--- src/core/sfx_defs.vh ---
// sfx_defs.vh: opcodes, id values, field positions and timing counts for the
// auxiliary command decoder of a serial nor flash.
// assumes: included by the core files and the bench top, once per compile unit.
`ifndef SFX_DEFS_VH
`define SFX_DEFS_VH

// ****************************************************************
// opcodes
// ****************************************************************
`define SFX_OP_MAKER_PART    8'h90
`define SFX_OP_IDENT         8'h9F
`define SFX_OP_HIPERF        8'hA3
`define SFX_OP_RELEASE       8'hAB
`define SFX_OP_POWER_DOWN    8'hB9
`define SFX_OP_CR_EXIT       8'hFF
`define SFX_OP_UNIQUE_ID     8'h4B
`define SFX_OP_PAUSE         8'h75
`define SFX_OP_CONTINUE      8'h7A
`define SFX_OP_SEC_ERASE     8'h44
`define SFX_OP_SEC_PROG      8'h42
`define SFX_OP_WR_STATUS     8'h01
`define SFX_OP_SE            8'h20
`define SFX_OP_BE32          8'h52
`define SFX_OP_BE64          8'hD8
`define SFX_OP_CE1           8'hC7
`define SFX_OP_CE2           8'h60
`define SFX_OP_PP            8'h02
`define SFX_OP_QPP           8'h32
`define SFX_OP_WRITE_ENABLE_COMMAND          8'h06

// ****************************************************************
// continuous read mode pattern (upper nibble)
// ****************************************************************
`define SFX_CRM_PATTERN      4'hA

// ****************************************************************
// identification values (arbitrary, not of any real part)
// ****************************************************************
`define SFX_MAKER_ID         8'h5A
`define SFX_PART_ID          8'h14
`define SFX_MEM_TYPE         8'h40
`define SFX_MEM_CAP          8'h15
`define SFX_UNIQUE_ID        64'h0123456789ABCDEF

// ****************************************************************
// addresses and field positions
// ****************************************************************
`define SFX_ADDR_ZERO        24'h000000
`define SFX_ADDR_ONE         24'h000001
`define SFX_SEC_ADDR_HI      23:10
`define SFX_SEC_ADDR_HI_ZERO 14'h0000

// ****************************************************************
// bit counts
// ****************************************************************
`define SFX_CNT_OPCODE       7'h08
`define SFX_CNT_ADDR_END     7'h20
`define SFX_CNT_UID_START    7'h28
`define SFX_CNT_MAX          7'h7F

// ****************************************************************
// timing
// ****************************************************************
`define SFX_CLK_NS           10
`define SFX_RESUME_NS        200
`define SFX_RESUME_CYC       (`SFX_RESUME_NS / `SFX_CLK_NS)
`define SFX_PAUSE_NS         100
`define SFX_PAUSE_CYC        (`SFX_PAUSE_NS / `SFX_CLK_NS)
`define SFX_TIMER_W          5
`define SFX_TIMER_ZERO       5'h00
`define SFX_TIMER_ONE        5'h01

`endif

--- src/core/sfx_uid_rom.v ---
// sfx_uid_rom.v: small registered rom of identification bytes.
// assumes: same clock as the decoder; index stable one cycle ahead of use.
`timescale 1ns/1ns
`default_nettype none
`include "sfx_defs.vh"

module sfx_uid_rom (
   // clock and reset
   input  wire       clk_sys,
   input  wire       reset_n,
   // read port
   input  wire [3:0] index,
   output reg  [7:0] data
);

   // ****************************************************************
   // table: 0..7 unique id msb first, 8 maker, 9 part, 10 type, 11 cap
   // ****************************************************************
   reg [7:0] next_data;
   wire [63:0] uid = `SFX_UNIQUE_ID;

   always @* begin
      case (index)
         4'h0: next_data = uid[63:56];
         4'h1: next_data = uid[55:48];
         4'h2: next_data = uid[47:40];
         4'h3: next_data = uid[39:32];
         4'h4: next_data = uid[31:24];
         4'h5: next_data = uid[23:16];
         4'h6: next_data = uid[15:8];
         4'h7: next_data = uid[7:0];
         4'h8: next_data = `SFX_MAKER_ID;
         4'h9: next_data = `SFX_PART_ID;
         4'hA: next_data = `SFX_MEM_TYPE;
         4'hB: next_data = `SFX_MEM_CAP;
         default: next_data = 8'hFF;
      endcase
   end

   always @(posedge clk_sys) begin
      if (!reset_n) begin
         data <= 8'h00;
      end else begin
         data <= next_data;
      end
   end

endmodule
`default_nettype wire

--- src/core/sfx_aux_cmd.v ---
// sfx_aux_cmd.v: auxiliary command decoder of a serial nor flash.
// assumes: spi mode 0 from a host; sclk far slower than clk_sys; the
// array engine outside reports busy/done and obeys start/pause/continue.
//
// Functional notes
// RL1: maker/part read: opcode, zero address, then maker then part id, msb first.
// RL2: address of one returns part id before maker id.
// RL3: identification read returns maker byte, memory type, memory capacity.
// RL4: identification bytes follow opcode directly, one bit per falling edge.
// RL5: identification opcode not decoded during erase or program cycle.
// RL6: chip select rise stops output, returns to standby.
// RL7: host sends high-performance opcode plus three dummy bytes first.
// RL8: release or power-down opcode leaves high performance mode.
// RL9: mode bits at pattern let the next fast read skip the opcode.
// RL10: while mode bits hold pattern, ordinary opcodes are not decoded.
// RL11: continuous-read exit opcode clears mode state; other lines ignored.
// RL12: unique id read: opcode, four dummy bytes, then 64-bit id.
// RL13: pause accepted only while program/erase runs, paused 0, busy 1.
// RL14: accepted pause sets paused at once, clears busy within pause latency.
// RL15: while paused, reject status write, security, erase, program opcodes.
// RL16: continue accepted only with paused 1 and busy 0.
// RL17: continue clears paused at once, sets busy within 200 ns.
// RL18: four 256-byte security registers; erase address bits 23:10 zero.
// RL19: security erase needs write enable latch set beforehand.
// RL20: chip select must rise on byte boundary, else command discarded.
// RL21: security erase starts on chip select rise; latch cleared before done.
// RL22: once lock flag is set, security erase is ignored forever; code blocks it only while otp_lock_flag is high.
// RL23: device samples input on rising sclk, drives output on falling.
// RL24: rejected commands change nothing; chip select rise returns to idle.
`timescale 1ns/1ns
`default_nettype none
`include "sfx_defs.vh"

module sfx_aux_cmd (
   // clock and reset
   input  wire       clk_sys,
   input  wire       reset_n,
   // spi pins
   input  wire       cs_n,
   input  wire       sclk,
   input  wire       si,
   output reg        so,
   output reg        so_oe,
   // continuous read mode bits from the fast read path
   input  wire       crm_valid,
   input  wire [7:0] continuous_read_mode_bits,
   output reg        continuous_read_mode,
   // array engine status and control
   input  wire       array_busy,
   input  wire       array_pgm_erase,
   input  wire       array_done,
   input  wire       otp_lock_flag,
   input  wire       write_enable_command,
   output reg        write_enable_latch,
   output reg        write_in_progress,
   output reg        paused_flag,
   output reg        pause_request,
   output reg        continue_request,
   output reg        sec_erase_start,
   output reg        high_performance_mode,
   output reg        cmd_rejected
);

   // ****************************************************************
   // pin synchronisers and edge detection
   // ****************************************************************
   reg [1:0] cs_sync;
   reg [1:0] ck_sync;
   reg [1:0] si_sync;
   reg       ck_last;
   reg       cs_last;

   always @(posedge clk_sys) begin
      if (!reset_n) begin
         cs_sync <= 2'h3;
         ck_sync <= 2'h0;
         si_sync <= 2'h0;
         ck_last <= 1'b0;
         cs_last <= 1'b1;
      end else begin
         cs_sync <= {cs_sync[0], cs_n};
         ck_sync <= {ck_sync[0], sclk};
         si_sync <= {si_sync[0], si};
         ck_last <= ck_sync[1];
         cs_last <= cs_sync[1];
      end
   end

   wire sel     = ~cs_sync[1];
   wire ck_rise = sel & ck_sync[1] & ~ck_last;
   wire ck_fall = sel & ~ck_sync[1] & ck_last;
   wire cs_rise = cs_sync[1] & ~cs_last;
   wire cs_fall = ~cs_sync[1] & cs_last;

   // ****************************************************************
   // command states, one-hot
   // ****************************************************************
   localparam [6:0] ST_OPC   = 7'h01;
   localparam [6:0] ST_MAKER = 7'h02;
   localparam [6:0] ST_IDENT = 7'h04;
   localparam [6:0] ST_UID   = 7'h08;
   localparam [6:0] ST_HPM   = 7'h10;
   localparam [6:0] ST_SECER = 7'h20;
   localparam [6:0] ST_IGN   = 7'h40;

   reg [6:0]  state;
   reg [6:0]  bit_cnt;
   reg [7:0]  opcode;
   reg [23:0] addr;
   reg        part_first;
   reg [7:0]  out_shift;
   reg [3:0]  rom_idx;
   wire [7:0] rom_data;
   reg        sec_erasing;

   wire [7:0] opc_next = {opcode[6:0], si_sync[1]};
   wire       erase_or_prog_busy = write_in_progress;

   // commands blocked while a program or erase is paused
   function paused_block;
      input [7:0] op;
      begin
         paused_block = (op == `SFX_OP_WR_STATUS) | (op == `SFX_OP_SEC_ERASE) |
                        (op == `SFX_OP_SEC_PROG)  | (op == `SFX_OP_SE)       |
                        (op == `SFX_OP_BE32)      | (op == `SFX_OP_BE64)     |
                        (op == `SFX_OP_CE1)       | (op == `SFX_OP_CE2)      |
                        (op == `SFX_OP_PP)        | (op == `SFX_OP_QPP);
      end
   endfunction

   sfx_uid_rom u_rom (
      .clk_sys (clk_sys),
      .reset_n (reset_n),
      .index   (rom_idx),
      .data    (rom_data)
   );

   // ****************************************************************
   // serial decode
   // ****************************************************************
   always @(posedge clk_sys) begin
      if (!reset_n) begin
         state         <= ST_OPC;
         bit_cnt       <= 7'h00;
         opcode        <= 8'h00;
         addr          <= 24'h000000;
         part_first    <= 1'b0;
         cmd_rejected  <= 1'b0;
      end else if (cs_fall) begin
         state         <= ST_OPC;
         bit_cnt       <= 7'h00;
         cmd_rejected  <= 1'b0;
      end else if (ck_rise) begin // [RL23]
         if (bit_cnt != `SFX_CNT_MAX) begin
            bit_cnt <= bit_cnt + 7'h01;
         end
         if (bit_cnt < `SFX_CNT_OPCODE) begin
            opcode <= opc_next;
         end else if (bit_cnt < `SFX_CNT_ADDR_END) begin
            addr <= {addr[22:0], si_sync[1]};
         end
         case (state)
            ST_OPC: begin
               if (bit_cnt == (`SFX_CNT_OPCODE - 7'h01)) begin
                  if (continuous_read_mode) begin
                     // only the exit opcode on io0 is looked at [RL10] [RL11]
                     state <= ST_IGN;
                  end else if (paused_flag & paused_block(opc_next)) begin
                     state        <= ST_IGN; // [RL15]
                     cmd_rejected <= 1'b1;   // [RL24]
                  end else begin
                     case (opc_next)
                        `SFX_OP_MAKER_PART: state <= ST_MAKER;
                        `SFX_OP_IDENT: begin
                           if (erase_or_prog_busy) begin
                              state <= ST_IGN; // [RL5]
                           end else begin
                              state <= ST_IDENT;
                           end
                        end
                        `SFX_OP_UNIQUE_ID:  state <= ST_UID;
                        `SFX_OP_HIPERF:     state <= ST_HPM;
                        `SFX_OP_SEC_ERASE:  state <= ST_SECER;
                        default: state <= ST_IGN;
                     endcase
                  end
               end
            end
            ST_MAKER: begin
               if (bit_cnt == (`SFX_CNT_ADDR_END - 7'h01)) begin
                  part_first <= ({addr[22:0], si_sync[1]} ==
                                 `SFX_ADDR_ONE); // [RL2]
               end
            end
            default: begin
               state <= state;
            end
         endcase
      end
   end

   // ****************************************************************
   // output shifting on falling sclk edges
   // ****************************************************************
   // rom index changes on the rise before the byte's first fall so the registered data is ready
   wire out_phase = (state == ST_MAKER) ? (bit_cnt >= `SFX_CNT_ADDR_END) :
                    (state == ST_IDENT) ? (bit_cnt >= `SFX_CNT_OPCODE) :
                    (state == ST_UID)   ? (bit_cnt >= `SFX_CNT_UID_START) :
                    1'b0;
   wire [6:0] out_bits = bit_cnt - ((state == ST_MAKER) ? `SFX_CNT_ADDR_END :
                         (state == ST_UID) ? `SFX_CNT_UID_START :
                         `SFX_CNT_OPCODE);
   wire [3:0] byte_no = {1'b0, out_bits[5:3]};

   always @* begin
      case (state)
         ST_MAKER: rom_idx = (part_first ^ byte_no[0]) ? 4'h9 : 4'h8; // [RL1]
         ST_IDENT: rom_idx = (byte_no == 4'h0) ? 4'h8 :
                             (byte_no == 4'h1) ? 4'hA : 4'hB;          // [RL3]
         ST_UID:   rom_idx = {1'b0, byte_no[2:0]};                     // [RL12]
         default:  rom_idx = 4'h8;
      endcase
   end

   always @(posedge clk_sys) begin
      if (!reset_n) begin
         so        <= 1'b0;
         so_oe     <= 1'b0;
         out_shift <= 8'h00;
      end else if (!sel) begin
         so_oe <= 1'b0; // [RL6]
      end else if (ck_fall & out_phase) begin // [RL4] [RL23]
         so_oe <= 1'b1;
         if (out_bits[2:0] == 3'h0) begin
            so        <= rom_data[7];
            out_shift <= {rom_data[6:0], 1'b0};
         end else begin
            so        <= out_shift[7];
            out_shift <= {out_shift[6:0], 1'b0};
         end
      end
   end

   // ****************************************************************
   // mode flags, suspend, resume, security erase
   // ****************************************************************
   reg [`SFX_TIMER_W-1:0] timer;
   reg                    resuming;
   reg                    pausing;
   wire ends_on_byte = (bit_cnt[2:0] == 3'h0);
   wire sec_ok = (bit_cnt == `SFX_CNT_ADDR_END) &
                 (addr[`SFX_SEC_ADDR_HI] == `SFX_SEC_ADDR_HI_ZERO); // [RL18]

   always @(posedge clk_sys) begin
      if (!reset_n) begin
         continuous_read_mode  <= 1'b0;
         high_performance_mode <= 1'b0;
         write_enable_latch    <= 1'b0;
         write_in_progress     <= 1'b0;
         paused_flag           <= 1'b0;
         pause_request         <= 1'b0;
         continue_request      <= 1'b0;
         sec_erase_start       <= 1'b0;
         sec_erasing           <= 1'b0;
         timer                 <= `SFX_TIMER_ZERO;
         resuming              <= 1'b0;
         pausing               <= 1'b0;
      end else begin
         pause_request    <= 1'b0;
         continue_request <= 1'b0;
         sec_erase_start  <= 1'b0;
         if (crm_valid) begin
            continuous_read_mode <= (continuous_read_mode_bits[7:4] ==
                                     `SFX_CRM_PATTERN); // [RL9]
         end else if (ck_rise & (state == ST_OPC) & continuous_read_mode &
                      (bit_cnt == (`SFX_CNT_OPCODE - 7'h01)) &
                      (opc_next == `SFX_OP_CR_EXIT)) begin
            continuous_read_mode <= 1'b0; // [RL11]
         end
         if (write_enable_command & ~write_in_progress) begin
            write_enable_latch <= 1'b1;
         end
         // busy is set from the engine unless paused or a pause or continue is in flight
         if (array_busy & ~pausing & ~resuming & ~paused_flag) begin
            write_in_progress <= 1'b1;
         end
         if (array_done | (sec_erasing & array_done)) begin
            write_in_progress <= 1'b0;
            sec_erasing       <= 1'b0;
         end
         if (pausing | resuming) begin
            timer <= timer + `SFX_TIMER_ONE;
         end
         if (pausing & (timer == (`SFX_PAUSE_CYC - `SFX_TIMER_ONE))) begin
            write_in_progress <= 1'b0; // [RL14]
            pausing           <= 1'b0;
         end
         if (resuming & (timer == (`SFX_RESUME_CYC - `SFX_TIMER_ONE))) begin
            write_in_progress <= 1'b1; // [RL17]
            resuming          <= 1'b0;
         end
         if (cs_rise & (state == ST_IGN) & ~continuous_read_mode &
             (bit_cnt == `SFX_CNT_OPCODE)) begin // [RL20]
            if ((opcode == `SFX_OP_RELEASE) |
                (opcode == `SFX_OP_POWER_DOWN)) begin
               high_performance_mode <= 1'b0; // [RL8]
            end
            if ((opcode == `SFX_OP_PAUSE) & ~paused_flag & write_in_progress &
                array_pgm_erase & ~pausing & ~resuming) begin // [RL13]
               paused_flag   <= 1'b1; // [RL14]
               pause_request <= 1'b1;
               pausing       <= 1'b1;
               timer         <= `SFX_TIMER_ZERO;
            end
            if ((opcode == `SFX_OP_CONTINUE) & paused_flag &
                ~write_in_progress) begin // [RL16]
               paused_flag      <= 1'b0; // [RL17]
               continue_request <= 1'b1;
               resuming         <= 1'b1;
               timer            <= `SFX_TIMER_ZERO;
            end
         end
         if (cs_rise & (state == ST_HPM) & ends_on_byte &
             (bit_cnt == `SFX_CNT_ADDR_END)) begin
            high_performance_mode <= 1'b1;
         end
         // security erase: latch, lock and busy checked on chip select rise
         if (cs_rise & (state == ST_SECER) & sec_ok & write_enable_latch &
             ~otp_lock_flag & ~write_in_progress & ~paused_flag) begin
            // [RL19] [RL20] [RL22] [RL21]
            sec_erase_start    <= 1'b1;
            sec_erasing        <= 1'b1;
            write_in_progress  <= 1'b1;
            write_enable_latch <= 1'b0; // cleared well before completion
         end
      end
   end

endmodule
`default_nettype wire

--- config.mk ---
export PLATFORM = sky130hd
export DESIGN_NAME = sfx_aux_cmd
export DESIGN_NICKNAME = d
export VERILOG_FILES = /design/src/core/sfx_uid_rom.v /design/src/core/sfx_aux_cmd.v
export VERILOG_INCLUDE_DIRS = /design/src /design/src/core
export SDC_FILE = /design/constraint.sdc
export NUM_CORES = 1
export LEC_CHECK = 0
export BUFFER_PORTS_ARGS = -buffer_cell sky130_fd_sc_hd__buf_4
export CAP_MARGIN = 20
export CORE_AREA = 5 5 92 94
export DETAILED_ROUTE_END_ITERATION = 10
export DIE_AREA = 0 0 97 99
export PLACE_DENSITY_LB_ADDON = 0.15
export SLEW_MARGIN = 20
export SYNTH_ARGS = -nofsm -noshare
export SYNTH_HDL_FRONTEND = slang
export SYNTH_SLANG_ARGS = --single-unit
--- constraint.sdc ---
create_clock -name clk_sys -period 2.9 [get_ports clk_sys]
set_input_delay 0 -clock clk_sys [delete_from_list [all_inputs] [get_ports clk_sys]]
set_output_delay 0 -clock clk_sys [all_outputs]
set_load 0.005 [all_outputs]
==> metrics.yaml <==
outcome: "completed"
cp_max_fo: 5
yosysTopAreaCell: "dfxtp_1"
powerDensity_nw_per_um2: 451
tns_ns: 0
grtUsageMet1_pct: 23.4
path_common_cell: "ha_1"
timing_hold_violations_final: 0
p_int_mw: 1.59
cts-root-buf: "clkbuf_8"
regToRegEndpoint: "u_rom.data[3]"
grt_max_degree: 29
overflow: 0
hp-start: "array_done"
antenna_found_initial: 0
grt_use_met2_pct: 31.4
r2r_cells: 10
core_area_um2: 7570
worstPathCellList: "or3_4, nor4b_4, inv_1, ha_1, ha_1, xnor2_1, a2111oi_2, o21bai_2, nor2_1, a32o_1"
dp_hpwl_mm: 5.82
period_needed_ns: 2.69
die_y_um: 99
avgViaCountPerCell: 5.47
critPathLaunch: "state[4]"
synth_top_area_share_pct: 43.7
slew_viol_final: 0
avgRoutedWirePerCell_um: 14.7
slowest_delay_ns: 0.43
setup_viol: 0
synth-seq-area-share_pct: 43.7
worst_pin_slew_ns: 0.866
totalWireLength_mm: 8.50
maxSlewHeadroom_pct: 42.1
nets: 498
grt_pass1_vias: 3076
seq_power_share_pct: 58.9
ys_top_cells_by_area: "dfxtp_1 44%, mux2i_1 10%, nor2_1 6.0%, a21oi_1 2.5%, a211oi_1 1.9%"
r2r_slack_ns: 0.21
drt_iter0_markers: 124
min_path_type: "primary input to register"
cp_slowest_cell: "or3_4"
ys.flop_type: "dfxtp_1"
antenna_left: 0
area_delta_synth_final_pct: 14.4
rsz0062_at_grt: "no"
p_switching_mw: 0.488
cts_sinks: 88
ys_ff_latch: 88
rows: 32
max_freq_mhz: 371
worstPathRequired_ns: 3.15
dieArea_um2: 9600
cp-start-kind: "register"
drive_above_1_share_pct: 14.9
crit_type: "register to register"
synth_fp_nets: 465
p_leak_nw: 1.97
syn_avg_cell_area_um2: 9.17
cts_max_level: 3
clkPwrFrac_pct: 37.5
io_pins: 30
clkLatencyLatePin_ns: 0.36
cts.clk_slew.worst_paths_ns: 0.08
syn-instance-count: 440
clockBufferDepth: 2
reg2reg_from: "state[4]"
antenna_cells: 0
cp-end-kind: "register"
drc: 0
grt-busiest-layer: "met2"
drv_cap: 0
sw_frac_of_total_pct: 23.4
grt.total_usage_pct: 18.4
cts_inserted_buffers: 9
vias: 3171
peakVddDrop_uv: 215
first_pass_iters: 4
yosysWarnings: 0
cts_tree: "built"
arrival_ns: 2.94
synth_edf_count: 0
yosys-top-cells-count: "88 x dfxtp_1, 65 x nor2_1, 42 x mux2i_1, 20 x a21oi_1"
yosysMostFrequentCell: "dfxtp_1"
synth_cell_types: 60
grt_util_met3_pct: 3.82
grt_pass1_wl_mm: 14.8
gp_congestion: 0.873
async_flop_share_pct: 0
p_comb_share_pct: 3.6
fp.dieW_um: 97
skew_ns: 0.00875
portBuffers: 25
netlist_area_um2: 4030
initial_core_util_pct: 53.3
fin_crit_sh_pct: 92.9
crit_path_end: "u_rom.data[3]"
fin_total_pwr_mw: 2.08
## layout make-up
type	instances	area [µm²]
repair buffers	47	380
clock buffers	10	138
multi-input cells	309	2100
clock inverters	6	43.8
inverters	18	67.6
flip-flops and latches	88	1760
fillers	666	2950
well taps	102	128
## logic make-up after synthesis
| kind of cell | Yosys count | synth area share [%] |
|---|---|---|
| xor+xnor | 12 | 2.61 |
| compound gates | 64 | 11.2 |
| flops | 88 | 43.7 |
| buf+inv | 43 | 4.68 |
| mux | 42 | 10.4 |
| fa+ha+maj | 6 | 1.86 |
| simple gates | 185 | 25.6 |
## worst min-delay path by stage
stage | to | slack, ns | cells past startpoint
floorplan | cs_sync[1] | 0.07 | 1
global placement | cs_sync[0] | 0.19 | 2
detailed placement | cs_sync[0] | 0.20 | 2
CTS | write_in_progress | 0.06 | 4
global route | write_in_progress | 0.12 | 4
finish | write_in_progress | 0.08 | 4
## power by group through the flow
stage | clock network [mW] | registers [mW] | logic (mW)
after floorplan | 0 | 1.25 | 0.0383
after global placement | 0 | 1.25 | 0.0638
after detailed placement | 0 | 1.25 | 0.0651
after CTS | 0.801 | 1.23 | 0.0753
after global routing | 0.867 | 1.23 | 0.0835
final | 0.781 | 1.23 | 0.0752
## state kept, by name (all words and copies together), names as in the netlist, 2 cells and up
name and cells:
addr 24, bit_cnt 7, ck_sync 2, cs_sync 2, opcode 8, out_shift 7, si_sync 2, state 7
timer 5, u_rom.data 8
## placed cells by master, fill, tap and decap left out, drive strengths merged, types with 4 or more instances in the layout
master	instances
a31oi	6
nor4b	9
a21oi	20
o31ai	4
or3	8
inv	19
nand2b	7
nor4bb	4
xor2	5
and3	6
dlygate4sd3	11
mux2i	42
dfxtp	88
o21ai	5
clkinv	4
clkbuf	10
nor3	11
and2	8
ha	6
a211oi	11
buf	36
nor4	9
nand2	16
nand3	12
nor2	65
xnor2	7
nand4	12
## worst max-delay path, delay by kind of cell (launching register included)
family	cells	cell delay, ns
compound gates	3	0.87
simple gates	3	0.79
fa+ha+maj	2	0.38
flops	1	0.32
xor+xnor	1	0.16
buf+inv	1	0.08
## metal layers
metal,up-vias,part of all wire [%],routed length (µm)
li1,1632,-,-
met1,1491,47,3960
met2,41,49,4210
met3,7,2.9,243
met4,0,1.0,88
met5,-,0,0
## repair_timing
item,in CTS,in global routing
gates resized for setup,0,3
hold endpoints to repair,13,0
hold buffers,11,0
setup endpoints to repair,0,5
buffers inserted,0,0
## through the flow
step | cell area [µm²] | setup WS (ns) | utilization, % | hold slack (ns) | instances
after global routing | 4620 | 0.0305 | 61.0 | 0.116 | 580
after detailed placement | 4310 | 0.0913 | 57.0 | 0.197 | 553
final | 4620 | 0.207 | 61.0 | 0.0787 | 580
after CTS | 4610 | 0.0574 | 60.9 | 0.0649 | 580
after floorplan | 4030 | 0.234 | - | 0.0730 | 440
after global placement | 4310 | 0.181 | 57.0 | 0.188 | 553
Note: power is estimated with default switching activity, not from simulation.
